`config.mk`:
```
export PLATFORM = sky130hd
export DESIGN_NAME = ccp_unit
export DESIGN_NICKNAME = d
export VERILOG_FILES = /design/src/hw/ccp_pkg.sv /design/src/hw/ccp_timer2_count.sv /design/src/hw/ccp_unit.sv
export SDC_FILE = /design/constraint.sdc
export NUM_CORES = 1
export LEC_CHECK = 0
export ABC_AREA = 1
export ABC_CLOCK_PERIOD_IN_PS = 10800
export BUFFER_PORTS_ARGS = -buffer_cell sky130_fd_sc_hd__buf_2
export CAP_MARGIN = 5
export CORE_MARGIN = 3
export CORE_UTILIZATION = 33
export DETAILED_ROUTE_END_ITERATION = 7
export SKIP_CTS_REPAIR_TIMING = 1
export SLEW_MARGIN = 10
export SYNTH_ARGS = -nofsm -noshare
export SYNTH_HDL_FRONTEND = slang
export SYNTH_SLANG_ARGS = --single-unit
```
`constraint.sdc`:
```
create_clock -name mclk -period 10.8 [get_ports mclk]
set_input_delay 1.08 -clock mclk [delete_from_list [all_inputs] [get_ports mclk]]
set_output_delay 1.08 -clock mclk [all_outputs]
set_load 0.01 [all_outputs]
```
`src/hw/ccp_pkg.sv`:
```
// Shared constants, types and state layouts for the capture/compare/PWM unit
package ccp_pkg;

    ////////////////////////////////////////////////////////////////////////////////
    // Register indices (byte address is four times the index)
    localparam logic [7:0] CCP_IDX_PIN_DATA = 8'h07;
    localparam logic [7:0] CCP_IDX_PFLAGS = 8'h0C;
    localparam logic [7:0] CCP_IDX_T1_LO = 8'h0E;
    localparam logic [7:0] CCP_IDX_T1_HI = 8'h0F;
    localparam logic [7:0] CCP_IDX_T1_CTL = 8'h10;
    localparam logic [7:0] CCP_IDX_T2_CNT = 8'h11;
    localparam logic [7:0] CCP_IDX_T2_CTL = 8'h12;
    localparam logic [7:0] CCP_IDX_VAL_LO = 8'h15;
    localparam logic [7:0] CCP_IDX_VAL_HI = 8'h16;
    localparam logic [7:0] CCP_IDX_CTL = 8'h17;
    localparam logic [7:0] CCP_IDX_PIN_DIR = 8'h87;
    localparam logic [7:0] CCP_IDX_PENABLES = 8'h8C;
    localparam logic [7:0] CCP_IDX_T2_PER = 8'h92;

    ////////////////////////////////////////////////////////////////////////////////
    // Field positions and masks
    localparam int CCP_FLAG_T1_OVF = 0;
    localparam int CCP_FLAG_T2 = 1;
    localparam int CCP_FLAG_UNIT = 2;
    localparam int CCP_TRIS_BIT = 2;
    localparam int CCP_DATA_BIT = 2;
    localparam int CCP_T1_ON_BIT = 0;
    localparam int CCP_T2_ON_BIT = 2;
    localparam logic [7:0] CCP_FLAG_MASK = 8'h07;
    localparam logic [7:0] CCP_CTL_MASK = 8'h3F;
    localparam logic [7:0] CCP_T1_CTL_MASK = 8'h3F;
    localparam logic [7:0] CCP_T2_CTL_MASK = 8'h7F;

    ////////////////////////////////////////////////////////////////////////////////
    // Reset values
    localparam logic [7:0] CCP_RST_ZERO = 8'h00;
    localparam logic [7:0] CCP_RST_PIN_DIR = 8'hFF;
    localparam logic [7:0] CCP_RST_T2_PER = 8'hFF;

    ////////////////////////////////////////////////////////////////////////////////
    // Counts: clock phases per instruction cycle, prescaler tops
    localparam logic [1:0] CCP_Q_LAST = 2'h3;
    localparam logic [3:0] CCP_T2_TOP_1 = 4'h0;
    localparam logic [3:0] CCP_T2_TOP_4 = 4'h3;
    localparam logic [3:0] CCP_T2_TOP_16 = 4'hF;
    localparam logic [3:0] CCP_CAP_TOP_4 = 4'h3;
    localparam logic [3:0] CCP_CAP_TOP_16 = 4'hF;

    ////////////////////////////////////////////////////////////////////////////////
    // Unit modes
    typedef enum logic [3:0] {
        CCP_MODE_OFF = 4'b0000,
        CCP_MODE_CAP_FALL = 4'b0100,
        CCP_MODE_CAP_RISE = 4'b0101,
        CCP_MODE_CAP_RISE4 = 4'b0110,
        CCP_MODE_CAP_RISE16 = 4'b0111,
        CCP_MODE_CMP_SET = 4'b1000,
        CCP_MODE_CMP_CLR = 4'b1001,
        CCP_MODE_CMP_SWI = 4'b1010,
        CCP_MODE_CMP_SPEC = 4'b1011,
        CCP_MODE_PWM0 = 4'b1100,
        CCP_MODE_PWM1 = 4'b1101,
        CCP_MODE_PWM2 = 4'b1110,
        CCP_MODE_PWM3 = 4'b1111
    } ccp_mode_t;

    ////////////////////////////////////////////////////////////////////////////////
    // Timer2 carriers and state
    typedef struct packed {
        logic on;
        logic [1:0] ckps;
        logic [3:0] outps;
        logic [7:0] period;
    } ccp_t2_cfg_t;

    typedef struct packed {
        logic [7:0] count;
        logic [1:0] tb_low;
        logic period_hit;
        logic post_flag;
    } ccp_t2_stat_t;

    typedef struct packed {
        logic [7:0] count;
        logic [3:0] pre;
        logic [3:0] post;
        logic period_hit;
        logic post_flag;
    } ccp_t2_state_t;

    ////////////////////////////////////////////////////////////////////////////////
    // Main unit state
    typedef struct packed {
        logic [7:0] flags;
        logic [7:0] enables;
        logic [7:0] t1_lo;
        logic [7:0] t1_hi;
        logic [7:0] t1_ctl;
        logic [7:0] val_lo;
        logic [7:0] val_hi;
        logic [7:0] ctl;
        logic [7:0] pin_dir;
        logic [7:0] pin_data;
        logic [7:0] t2_ctl;
        logic [7:0] t2_per;
        logic [1:0] q;
        logic [2:0] t1_pre;
        logic t1_inc;
        logic [3:0] cap_pre;
        logic pin_prev;
        logic unit_out;
        logic [1:0] dc_latch;
        logic ack;
        logic [7:0] rdata;
        logic adc_start;
    } ccp_state_t;

endpackage

```
`src/hw/ccp_timer2_count.sv`:
```
// Timer2 time base with 1/4/16 prescaler, period match and postscaler
`timescale 1ns/10ps
`default_nettype none

module ccp_timer2_count (
    // Clock and reset
    input wire logic mclk,
    input wire logic rst,
    // Instruction-cycle strobe and phase
    input wire logic tick,
    input wire logic [1:0] q,
    // Configuration and software count write
    input wire ccp_pkg::ccp_t2_cfg_t cfg,
    input wire logic wr_count,
    input wire logic [7:0] wr_data,
    // Status
    output ccp_pkg::ccp_t2_stat_t stat
);
    import ccp_pkg::*;

    ccp_t2_state_t s_q;
    ccp_t2_state_t s_d;
    logic [3:0] top;

    always_comb begin
        s_d = s_q;
        s_d.period_hit = 1'b0;
        s_d.post_flag = 1'b0;
        unique case (cfg.ckps)
            2'b00: top = CCP_T2_TOP_1;
            2'b01: top = CCP_T2_TOP_4;
            default: top = CCP_T2_TOP_16;
        endcase
        if (wr_count) begin
            s_d.count = wr_data;
            s_d.pre = 4'h0;
        end else if (cfg.on && tick) begin
            if (s_q.pre >= top) begin
                s_d.pre = 4'h0;
                if (s_q.count == cfg.period) begin
                    s_d.count = 8'h00;
                    s_d.period_hit = 1'b1;
                    if (s_q.post == cfg.outps) begin
                        s_d.post = 4'h0;
                        s_d.post_flag = 1'b1;
                    end else begin
                        s_d.post = s_q.post + 4'h1;
                    end
                end else begin
                    s_d.count = s_q.count + 8'h01;
                end
            end else begin
                s_d.pre = s_q.pre + 4'h1;
            end
        end
    end

    always_ff @(posedge mclk or posedge rst) begin
        if (rst) begin
            s_q <= '0;
        end else begin
            s_q <= s_d;
        end
    end

    always_comb begin
        stat.count = s_q.count;
        stat.period_hit = s_q.period_hit;
        stat.post_flag = s_q.post_flag;
        // low two bits of 10-bit time base
        unique case (cfg.ckps)
            2'b00: stat.tb_low = q;
            2'b01: stat.tb_low = s_q.pre[1:0];
            default: stat.tb_low = s_q.pre[3:2];
        endcase
    end

endmodule // ccp_timer2_count

`default_nettype wire

```
`src/hw/ccp_unit.sv`:
```
// Capture/compare/PWM unit with Timer1, Timer2 and an Avalon-MM register slave
`timescale 1ns/10ps
`default_nettype none

module ccp_unit (
    // Clock and reset
    input wire logic mclk,
    input wire logic rst,
    // Avalon-MM slave
    input wire logic [9:0] avs_address,
    input wire logic avs_read,
    input wire logic avs_write,
    input wire logic [31:0] avs_writedata,
    input wire logic [3:0] avs_byteenable,
    output logic [31:0] avs_readdata,
    output logic avs_waitrequest,
    // Unit pin
    input wire logic unit_pin_in,
    output logic unit_pin_out,
    output logic unit_pin_oe_n,
    // Converter trigger and peripheral request
    input wire logic adc_enabled,
    output logic adc_start,
    output logic periph_irq
);
    import ccp_pkg::*;

    ////////////////////////////////////////////////////////////////////////////////
    // State and helpers
    ccp_state_t s_q;
    ccp_state_t s_d;
    ccp_t2_cfg_t t2_cfg;
    ccp_t2_stat_t t2_stat;
    ccp_mode_t mode;
    logic [7:0] idx;
    logic req;
    logic wr_en;
    logic [7:0] wd;
    logic tick;
    logic is_cap;
    logic is_cmp;
    logic is_pwm;
    logic drive_unit;
    logic pin_level;
    logic rise;
    logic fall;
    logic cap_ev;
    logic match_ev;
    logic t1_wr;
    logic [15:0] t1;
    logic [2:0] t1_top;
    logic t2_wr;

    function automatic logic [7:0] reg_read(input ccp_state_t s, input logic [7:0] i,
                                            input logic pin, input logic [7:0] t2c);
        logic [7:0] r;
        r = 8'h00;
        unique case (i)
            CCP_IDX_PIN_DATA: begin
                r = s.pin_data;
                r[CCP_DATA_BIT] = pin;
            end
            CCP_IDX_PFLAGS: r = s.flags;
            CCP_IDX_T1_LO: r = s.t1_lo;
            CCP_IDX_T1_HI: r = s.t1_hi;
            CCP_IDX_T1_CTL: r = s.t1_ctl;
            CCP_IDX_T2_CNT: r = t2c;
            CCP_IDX_T2_CTL: r = s.t2_ctl;
            CCP_IDX_VAL_LO: r = s.val_lo;
            CCP_IDX_VAL_HI: r = s.val_hi;
            CCP_IDX_CTL: r = s.ctl;
            CCP_IDX_PIN_DIR: r = s.pin_dir;
            CCP_IDX_PENABLES: r = s.enables;
            CCP_IDX_T2_PER: r = s.t2_per;
            default: r = 8'h00;
        endcase
        return r;
    endfunction

    ////////////////////////////////////////////////////////////////////////////////
    // Decode
    always_comb begin
        idx = avs_address[9:2];
        req = avs_read | avs_write;
        wr_en = s_q.ack & avs_write & avs_byteenable[0];
        wd = avs_writedata[7:0];
        tick = (s_q.q == CCP_Q_LAST);
        mode = ccp_mode_t'(s_q.ctl[3:0]);
        is_cap = (s_q.ctl[3:2] == 2'b01);
        is_cmp = (s_q.ctl[3:2] == 2'b10);
        is_pwm = (s_q.ctl[3:2] == 2'b11);
        drive_unit = is_cmp | is_pwm;
        unit_pin_out = drive_unit ? s_q.unit_out : s_q.pin_data[CCP_DATA_BIT];
        unit_pin_oe_n = s_q.pin_dir[CCP_TRIS_BIT];
        pin_level = unit_pin_oe_n ? unit_pin_in : unit_pin_out;
        rise = pin_level & ~s_q.pin_prev;
        fall = ~pin_level & s_q.pin_prev;
        t1 = {s_q.t1_hi, s_q.t1_lo};
        t1_top = 3'((4'h1 << s_q.t1_ctl[5:4]) - 4'h1);
        t1_wr = wr_en & ((idx == CCP_IDX_T1_LO) | (idx == CCP_IDX_T1_HI));
        t2_wr = wr_en & (idx == CCP_IDX_T2_CNT);
        // compare valid only in the cycle after a Timer1 increment
        match_ev = is_cmp & s_q.t1_inc & (t1 == {s_q.val_hi, s_q.val_lo});
    end

    ////////////////////////////////////////////////////////////////////////////////
    // Timer2
    always_comb begin
        t2_cfg.on = s_q.t2_ctl[CCP_T2_ON_BIT];
        t2_cfg.ckps = s_q.t2_ctl[1:0];
        t2_cfg.outps = s_q.t2_ctl[6:3];
        t2_cfg.period = s_q.t2_per;
    end

    ccp_timer2_count u_timer2_count (
        .mclk(mclk),
        .rst(rst),
        .tick(tick),
        .q(s_q.q),
        .cfg(t2_cfg),
        .wr_count(t2_wr),
        .wr_data(wd),
        .stat(t2_stat)
    );

    ////////////////////////////////////////////////////////////////////////////////
    // Next state
    always_comb begin
        s_d = s_q;
        s_d.ack = req & ~s_q.ack;
        s_d.adc_start = 1'b0;
        s_d.t1_inc = 1'b0;
        s_d.q = s_q.q + 2'h1;
        s_d.pin_prev = pin_level;
        cap_ev = 1'b0;
        if (req & ~s_q.ack) begin
            s_d.rdata = reg_read(s_q, idx, pin_level, t2_stat.count);
        end

        // Software writes
        if (wr_en) begin
            unique case (idx)
                CCP_IDX_PIN_DATA: s_d.pin_data = wd;
                CCP_IDX_PFLAGS: s_d.flags = wd & CCP_FLAG_MASK;
                CCP_IDX_T1_LO: s_d.t1_lo = wd;
                CCP_IDX_T1_HI: s_d.t1_hi = wd;
                CCP_IDX_T1_CTL: s_d.t1_ctl = wd & CCP_T1_CTL_MASK;
                CCP_IDX_T2_CTL: s_d.t2_ctl = wd & CCP_T2_CTL_MASK;
                CCP_IDX_VAL_LO: s_d.val_lo = wd;
                CCP_IDX_VAL_HI: begin
                    if (!is_pwm) begin
                        s_d.val_hi = wd;
                    end
                end
                CCP_IDX_CTL: s_d.ctl = wd & CCP_CTL_MASK;
                CCP_IDX_PIN_DIR: s_d.pin_dir = wd;
                CCP_IDX_PENABLES: s_d.enables = wd & CCP_FLAG_MASK;
                CCP_IDX_T2_PER: s_d.t2_per = wd;
                default: s_d.enables = s_d.enables;
            endcase
        end

        // Timer1 increment every 1, 2, 4 or 8 instruction cycles, set by the prescaler
        if (!t1_wr && s_q.t1_ctl[CCP_T1_ON_BIT] && tick) begin
            if (s_q.t1_pre >= t1_top) begin
                s_d.t1_pre = 3'h0;
                s_d.t1_inc = 1'b1;
                {s_d.t1_hi, s_d.t1_lo} = t1 + 16'h0001;
                if (t1 == 16'hFFFF) begin
                    s_d.flags[CCP_FLAG_T1_OVF] = 1'b1;
                end
            end else begin
                s_d.t1_pre = s_q.t1_pre + 3'h1;
            end
        end

        // Capture
        if (!is_cap) begin
            s_d.cap_pre = 4'h0;
        end else begin
            // prescale count kept across capture modes
            unique case (mode)
                CCP_MODE_CAP_FALL: cap_ev = fall;
                CCP_MODE_CAP_RISE: cap_ev = rise;
                CCP_MODE_CAP_RISE4, CCP_MODE_CAP_RISE16: begin
                    if (rise) begin
                        if (s_q.cap_pre >= ((mode == CCP_MODE_CAP_RISE4) ? CCP_CAP_TOP_4
                                                                        : CCP_CAP_TOP_16)) begin
                            s_d.cap_pre = 4'h0;
                            cap_ev = 1'b1;
                        end else begin
                            s_d.cap_pre = s_q.cap_pre + 4'h1;
                        end
                    end
                end
                default: cap_ev = 1'b0;
            endcase
        end
        if (cap_ev) begin
            s_d.val_lo = s_q.t1_lo;
            s_d.val_hi = s_q.t1_hi;
            s_d.flags[CCP_FLAG_UNIT] = 1'b1;
        end

        // Compare
        if (match_ev) begin
            s_d.flags[CCP_FLAG_UNIT] = 1'b1;
            unique case (mode)
                CCP_MODE_CMP_SET: s_d.unit_out = 1'b1;
                CCP_MODE_CMP_CLR: s_d.unit_out = 1'b0;
                CCP_MODE_CMP_SPEC: begin
                    s_d.t1_lo = 8'h00;
                    s_d.t1_hi = 8'h00;
                    s_d.t1_pre = 3'h0;
                    s_d.adc_start = adc_enabled;
                end
                default: s_d.unit_out = s_q.unit_out;
            endcase
        end

        // PWM
        if (is_pwm) begin
            // period from Timer2 period and prescale
            if (t2_stat.period_hit) begin
                // load duty, set pin unless zero
                // duty from value byte and control bits
                s_d.val_hi = s_q.val_lo;
                s_d.dc_latch = s_q.ctl[5:4];
                s_d.unit_out = ({s_q.val_lo, s_q.ctl[5:4]} != 10'h000);
            end else if ({s_q.val_hi, s_q.dc_latch} == {t2_stat.count, t2_stat.tb_low}) begin
                // no match when duty exceeds period
                s_d.unit_out = 1'b0;
            end
        end

        if (t2_stat.post_flag) begin
            s_d.flags[CCP_FLAG_T2] = 1'b1;
        end

        if (s_d.ctl[3:0] == 4'h0) begin
            s_d.unit_out = 1'b0;
        end
    end

    ////////////////////////////////////////////////////////////////////////////////
    // Registers
    always_ff @(posedge mclk or posedge rst) begin
        if (rst) begin
            s_q <= '0;
            s_q.flags <= CCP_RST_ZERO;
            s_q.enables <= CCP_RST_ZERO;
            s_q.ctl <= CCP_RST_ZERO;
            s_q.pin_dir <= CCP_RST_PIN_DIR;
            s_q.t2_per <= CCP_RST_T2_PER;
        end else begin
            s_q <= s_d;
        end
    end

    ////////////////////////////////////////////////////////////////////////////////
    // Outputs
    always_comb begin
        avs_waitrequest = req & ~s_q.ack;
        avs_readdata = {24'h000000, s_q.rdata};
        adc_start = s_q.adc_start;
        // flag reaches the request only when enabled
        periph_irq = |(s_q.flags & s_q.enables);
    end

endmodule // ccp_unit

`default_nettype wire

```
==> flow_summary.yaml, run 1 <==
cts:
  cts_tree: "done"
  clkSlewWorstSetupHoldPaths_ps: 60
  clk_path_buf_depth: 2
  cts_made_buffers: 17
  htreeDepth: 4
  clk_latency_ps: 430
  root_buffer: "clkbuf_16"
  cts_sinks: 123
critical_path:
  slowest_stage: "o21ai_1"
  worst_path_most_repeated_cell: "buf_2"
  end_kind: "output port"
  path_cells: "buf_2 -> o21ai_1 -> clkinv_1 -> buf_2"
  max_stage_delay_ps: 460
  required_ps: 9720
  crit_type: "in -> out"
  cp_max_fo: 10
  rrSetupSlack_ps: 8410
  start_kind: "input port"
  r2r-start: "s_q[101]$_DFF_PP0_"
  critPathArrivalTime_ps: 2290
  r2r_cells: 11
  r2r-end: "s_q[92]$_DFF_PP0_"
logic_synthesis:
  ys_seq_area_share_pct: 37.03
  synth-async-reset-ratio_pct: 100.0
  yosys_warnings: 0
  synth_cell_types: 48
  syn-cell-area_mm2: 0.008366
  synth_top_flop_cell: "dfrtp_1"
  syn-mean-instance-area_um2: 7.030
  synth-edff-count: 0
  synthCells: 1190
  synth-seq-cells: 123
floorplan:
  floorplan.die_area_mm2: 0.02730
  io_pins: 89
  core_mm2: 0.02460
  die_h_um: 165.2
  rows: 57
  die_w_um: 165.2
  start_util_pct: 34.00
placement:
  dp_cells: 1508
  port_buffers: 35
  dp_slack_ps: 7388
  hpwl_um: 18500
  gp_congestion: 0.9968
hold_path:
  whs_endpoint: "s_q[22]$_DFF_PP0_"
  hold_depth: 1
  worstHoldStart: "s_q[22]$_DFF_PP0_"
  hold_class: "reg -> reg"
sta:
  hold_viol: 0
  worstMarginPinSlew_ps: 956.5
  period_share_pct: 31.18
  finalSetupViolations: 0
  clock_skew_ps: 6.462
  period_minus_slack_ps: 3368
  worst_slack_ps: 7432
  max_slew_margin_pct: 36.17
  rsz0062_at_grt: "false"
  report.final.slew_viol_count: 0
  tns_ps: 0
  fmax_mhz: 296.9
global_route:
  grt_use_total_pct: 19.04
  gr-total-overflow: 0
  grt_max_degree: 64
  grt_pass1_wl_um: 39610
  grt_pass1_vias: 7148
  antenna_found_initial: 0
route:
  drt_pass1_iterations: 5
  wl_per_cell_um: 16.32
  ant_nets: 0
  drc: 0
  totalWireLength_um: 25130
  vias: 7680
  post_drt_via_cell_ratio: 4.987
  drtIter0Drc: 775
pwr:
  p_leak_uw: 0.004498
  ir_worst_vdd_v: 0.0001043
  power_density_mw_per_mm2: 128.4
final_layout:
  finalNetCount: 1269
  syn2layout_area_growth_pct: 10.23
  final_layout_size_suffix_gt1_share_pct: 12.17
  antennaDiodeCount: 0
  fin_cells: 1540
  fin_util_pct: 37.48
run:
  max_cap_violations: 0
status:
  status: "completed"
## state kept, by name (all words and copies together) (netlist names)
register             flops
mode                     4
u_timer2_count.s_q       8
avs_readdata             8
adc_start                1
u_timer2_count.stat     10
unit_pin_oe_n            1
s_q                     91
## worst max path at each step
stage | start | end | cells after the start
after global routing | avs_write | avs_waitrequest | 4
after global placement | avs_write | avs_waitrequest | 4
final | avs_write | avs_waitrequest | 4
after floorplan | rst | adc_start$_DFF_PP0_ | 1
after CTS | avs_write | avs_waitrequest | 4
after detailed placement | avs_write | avs_waitrequest | 4
## metal layers
layer  routed length [µm]  up-vias  GRT usage [%]
li1                     -     3764              -
met5                    0        -              0
met4                  556        0          7.320
met1                11740     3602          27.21
met3                 1613       39          2.345
met2                11220      275          29.33
## synthesized netlist by cell type, types with 3 or more instances
cell	instances	area share (%)
a21oi_1	19	1.1
buf_2	17	1.0
buf_4	36	3.2
buf_6	4	0.54
clkbuf_1	6	0.27
dfrtp_1	107	32
dfstp_2	16	5.0
ha_1	14	2.1
inv_1	126	5.7
inv_2	10	0.45
nand2_1	379	17
nand2_2	7	0.52
nand2_4	4	0.54
nand3_1	82	4.9
nand3_2	5	0.60
nand3_4	4	0.84
nand3b_1	3	0.27
nand4_1	17	1.3
nor2_1	107	4.8
nor2_2	9	0.67
nor2_4	8	1.1
nor3_1	13	0.78
nor3_2	4	0.48
nor3b_1	4	0.36
nor4_1	3	0.22
o21ai_0	79	4.7
o21ai_1	37	2.2
o22ai_1	9	0.67
o2bb2ai_1	3	0.31
or2_2	4	0.30
xnor2_1	6	0.63
xor2_1	28	2.9
## where the power goes
part / switching (µW) / internal (µW) / total, µW
Clock: 239 / 374 / 613
Combinational: 63.7 / 22.1 / 85.8
Sequential: 14.7 / 470 / 485
## cell usage in the layout, fill, tap and decap left out, types with 4 or more instances in the layout
master,instances
a21oi_1,19
buf_2,35
clkbuf_16,17
conb_1,24
dfrtp_1,107
dfstp_2,16
ha_1,14
inv_1,125
inv_2,10
inv_6,7
nand2_1,379
nand2_2,7
nand2_4,4
nand3_1,82
nand3_2,5
nand3_4,4
nand4_1,17
nor2_1,107
nor2_2,9
nor2_4,8
nor3_1,13
nor3_2,4
nor3b_1,4
o21ai_0,79
o21ai_1,37
o22ai_1,9
or2_2,4
xnor2_1,6
xor2_1,28
## cell type report
type	instances	area, µm²
inverters	139	529.3
multi-input cells	886	4384
repair buffers	36	182.7
clock buffers	18	439.2
well taps	324	405.4
flip-flops and latches	123	3098
fillers	2565	15380
clock inverters	14	182.7
## kinds of logic (layout without fill, tap and decap cells)
| family | Yosys count | after routing | share of synthesized area (%) |
|---|---|---|---|
| DFF | 123 | 123 | 37.03 |
| buffers and inverters | 204 | 207 | 11.59 |
| AOI/OAI and AO/OA | 154 | 154 | 9.737 |
| xor gates and xnor gates | 34 | 34 | 3.560 |
| and+or+nand+nor | 660 | 660 | 35.94 |
| other | 1 | 24 | 0.04483 |
| adders and majority gates | 14 | 14 | 2.094 |
## stage by stage
step / cell area (µm²) / power (µW) / hold WS [ps]
after floorplan: 8452 / 553.4 / 407.2
after global placement: 8600 / 577.3 / 434.0
after detailed placement: 8600 / 578.6 / 432.8
after CTS: 9221 / 1192 / 443.7
after global routing: 9221 / 1226 / 482.0
final: 9221 / 1184 / 437.9
## worst max-delay path: cells and delay by family
kind	cells	cell delay (ps)
AOI/OAI and AO/OA	1	460
buffers and inverters	3	740
No activity file was read; power rests on OpenSTA's default activity.
==> run 2, diff against run 1 <==
ABC_CLOCK_PERIOD_IN_PS = 3100   (was 10800)
clock period = 3.1 ns   (was 10.8 ns; I/O delays follow)
==> run 2 against run 1 <==
Clock power increased to 3.5 times the previous value. Combinational power grew to 3.7 times the previous value. Count of clock-buffer cells in the layout up 3. Flip-flop and latch count unchanged. Critical path type is now reg -> reg. Highest routed layer is now met5.
==> flow_summary.yaml, run 2 (synthesis gave the netlist of run 1 again) <==
final_layout:
  mostFrequentLayoutCell: "nand2_1"
  final_cell_mix: "379 x nand2_1, 125 x inv_1, 107 x nor2_1, 107 x dfrtp_1, 82 x nand3_1"
  fin_util_pct: 37.78
  antennaDiodeCount: 0
  top_register: "s_q"
  largest_reg_flops: 91
  finalNetCount: 1276
  fin_cells: 1547
  syn2layout_area_growth_pct: 11.11
  final_layout_size_suffix_gt1_share_pct: 12.51
  fill_cells: 2598
floorplan:
  die_w_um: 165.2
  rows: 57
  floorplan.die_area_mm2: 0.02730
  start_util_pct: 34.00
  io_pins: 89
  core_mm2: 0.02460
  die_h_um: 165.2
critical_path:
  critPathArrivalTime_ps: 2610
  start_kind: "register"
  crit_type: "reg -> reg"
  cp_max_fo: 8
  end_kind: "register"
  required_ps: 3410
sta:
  max_slew_margin_pct: 41.69
  worstMarginPinSlew_ps: 873.7
  period_share_pct: 74.02
  report.final.slew_viol_count: 0
  fmax_mhz: 435.8
  period_minus_slack_ps: 2294
  hold_viol: 0
  worst_slack_ps: 805.5
  finalSetupViolations: 0
  clock_skew_ps: 13.71
  hold_ws_ps: 18.92
  rsz0062_at_grt: "false"
  tns_ps: 0
route:
  post_drt_via_cell_ratio: 4.920
  drt_pass1_iterations: 8
  wl_per_cell_um: 16.44
  drtIter0Drc: 765
  ant_nets: 0
  totalWireLength_um: 25430
  drc: 0
  vias: 7611
status:
  status: "completed"
global_route:
  grt_pass1_wl_um: 40120
  grt_pass1_vias: 7179
  gr-total-overflow: 0
  grt_use_total_pct: 19.41
  grt_max_degree: 74
  antenna_found_initial: 1
cts:
  clkSlewWorstSetupHoldPaths_ps: 60
  cts_made_buffers: 17
  root_buffer: "clkbuf_16"
  cts_tree: "done"
  clk_latency_ps: 430
  clk_path_buf_depth: 2
  htreeDepth: 4
  cts_sinks: 123
placement:
  gp_congestion: 0.9553
  hpwl_um: 18880
  dp_cells: 1515
  port_buffers: 35
  dp_slack_ps: 798.5
pwr:
  ir_worst_vdd_v: 0.0003781
  p_leak_uw: 0.004534
  power_density_mw_per_mm2: 446.1
run:
  max_cap_violations: 0
hold_path:
  hold_class: "in -> async"
## run 2: cell count changes in the layout (fill, tap and decap cells not counted)
| cell | before | now |
|---|---|---|
| buf_4 | 1 | 7 |
| inv_6 | 7 | 1 |
| clkbuf_1 | 0 | 2 |
| clkinv_2 | 0 | 2 |
| clkinvlp_4 | 3 | 5 |
| buf_12 | 0 | 1 |
| bufinv_16 | 3 | 4 |
| clkbuf_8 | 1 | 2 |
| clkinv_4 | 2 | 1 |
| inv_4 | 1 | 0 |
## run 2: area by class of cell
type                    count  area [µm²]  share of cell area (%)
clock inverters            11       168.9                   1.817
inverters                 139       530.5                   5.707
multi-input cells         886        4384                   47.17
repair buffers             43       247.7                   2.665
clock buffers              21       460.4                   4.954
well taps                 324       405.4                   4.361
flip-flops and latches    123        3098                   33.33
## run 2: worst paths after layout
| check | startpoint | to | slack [ps] | depth (start not counted) |
|---|---|---|---|---|
| setup / recovery | s_q[33]$_DFFE_PP0P_ | u_timer2_count.stat[11]$_DFFE_PP0P_ | 810 | 8 |
| hold / removal | rst | s_q[60]$_DFFE_PP0P_ | 20 | 2 |
| setup reg to reg | s_q[33]$_DFFE_PP0P_ | u_timer2_count.stat[11]$_DFFE_PP0P_ | 810 | 8 |
| hold reg to reg | s_q[22]$_DFF_PP0_ | s_q[22]$_DFF_PP0_ | 440 | 1 |
| max in group asynchronous | rst | adc_start$_DFF_PP0_ | 2240 | 3 |
| min in group mclk | adc_enabled | adc_start$_DFF_PP0_ | 140 | 2 |
## run 2: where the power goes
group	switching (µW)	internal, µW	total [µW]
Combinational	230	84.2	314
Clock	760	1380	2150
Sequential	47.5	1640	1690
## run 2: metrics by stage
step / power [µW] / cell area [µm²]
global route: 4283 / 9295
floorplan: 1929 / 8456
finish: 4146 / 9295
global placement: 2023 / 8666
detailed placement: 2026 / 8666
CTS: 4167 / 9295
## run 2: per-layer routing
| layer | wire, µm | vias to the layer above | track usage (%) |
|---|---|---|---|
| met5 | 13 | - | 0 |
| met4 | 446 | 2 | 6.024 |
| met3 | 1749 | 33 | 3.342 |
| met2 | 11610 | 265 | 31.23 |
| met1 | 11600 | 3539 | 26.62 |
| li1 | - | 3772 | - |
## run 2: worst max-delay path, stage by stage, from the launching register on
cell and delay, ps:
dfrtp_1 410, nor2_1 250, inv_1 80, ha_1 270
inv_1 40, o311ai_1 560, o21ai_1 360, nand2_1 160
nand2_1 60
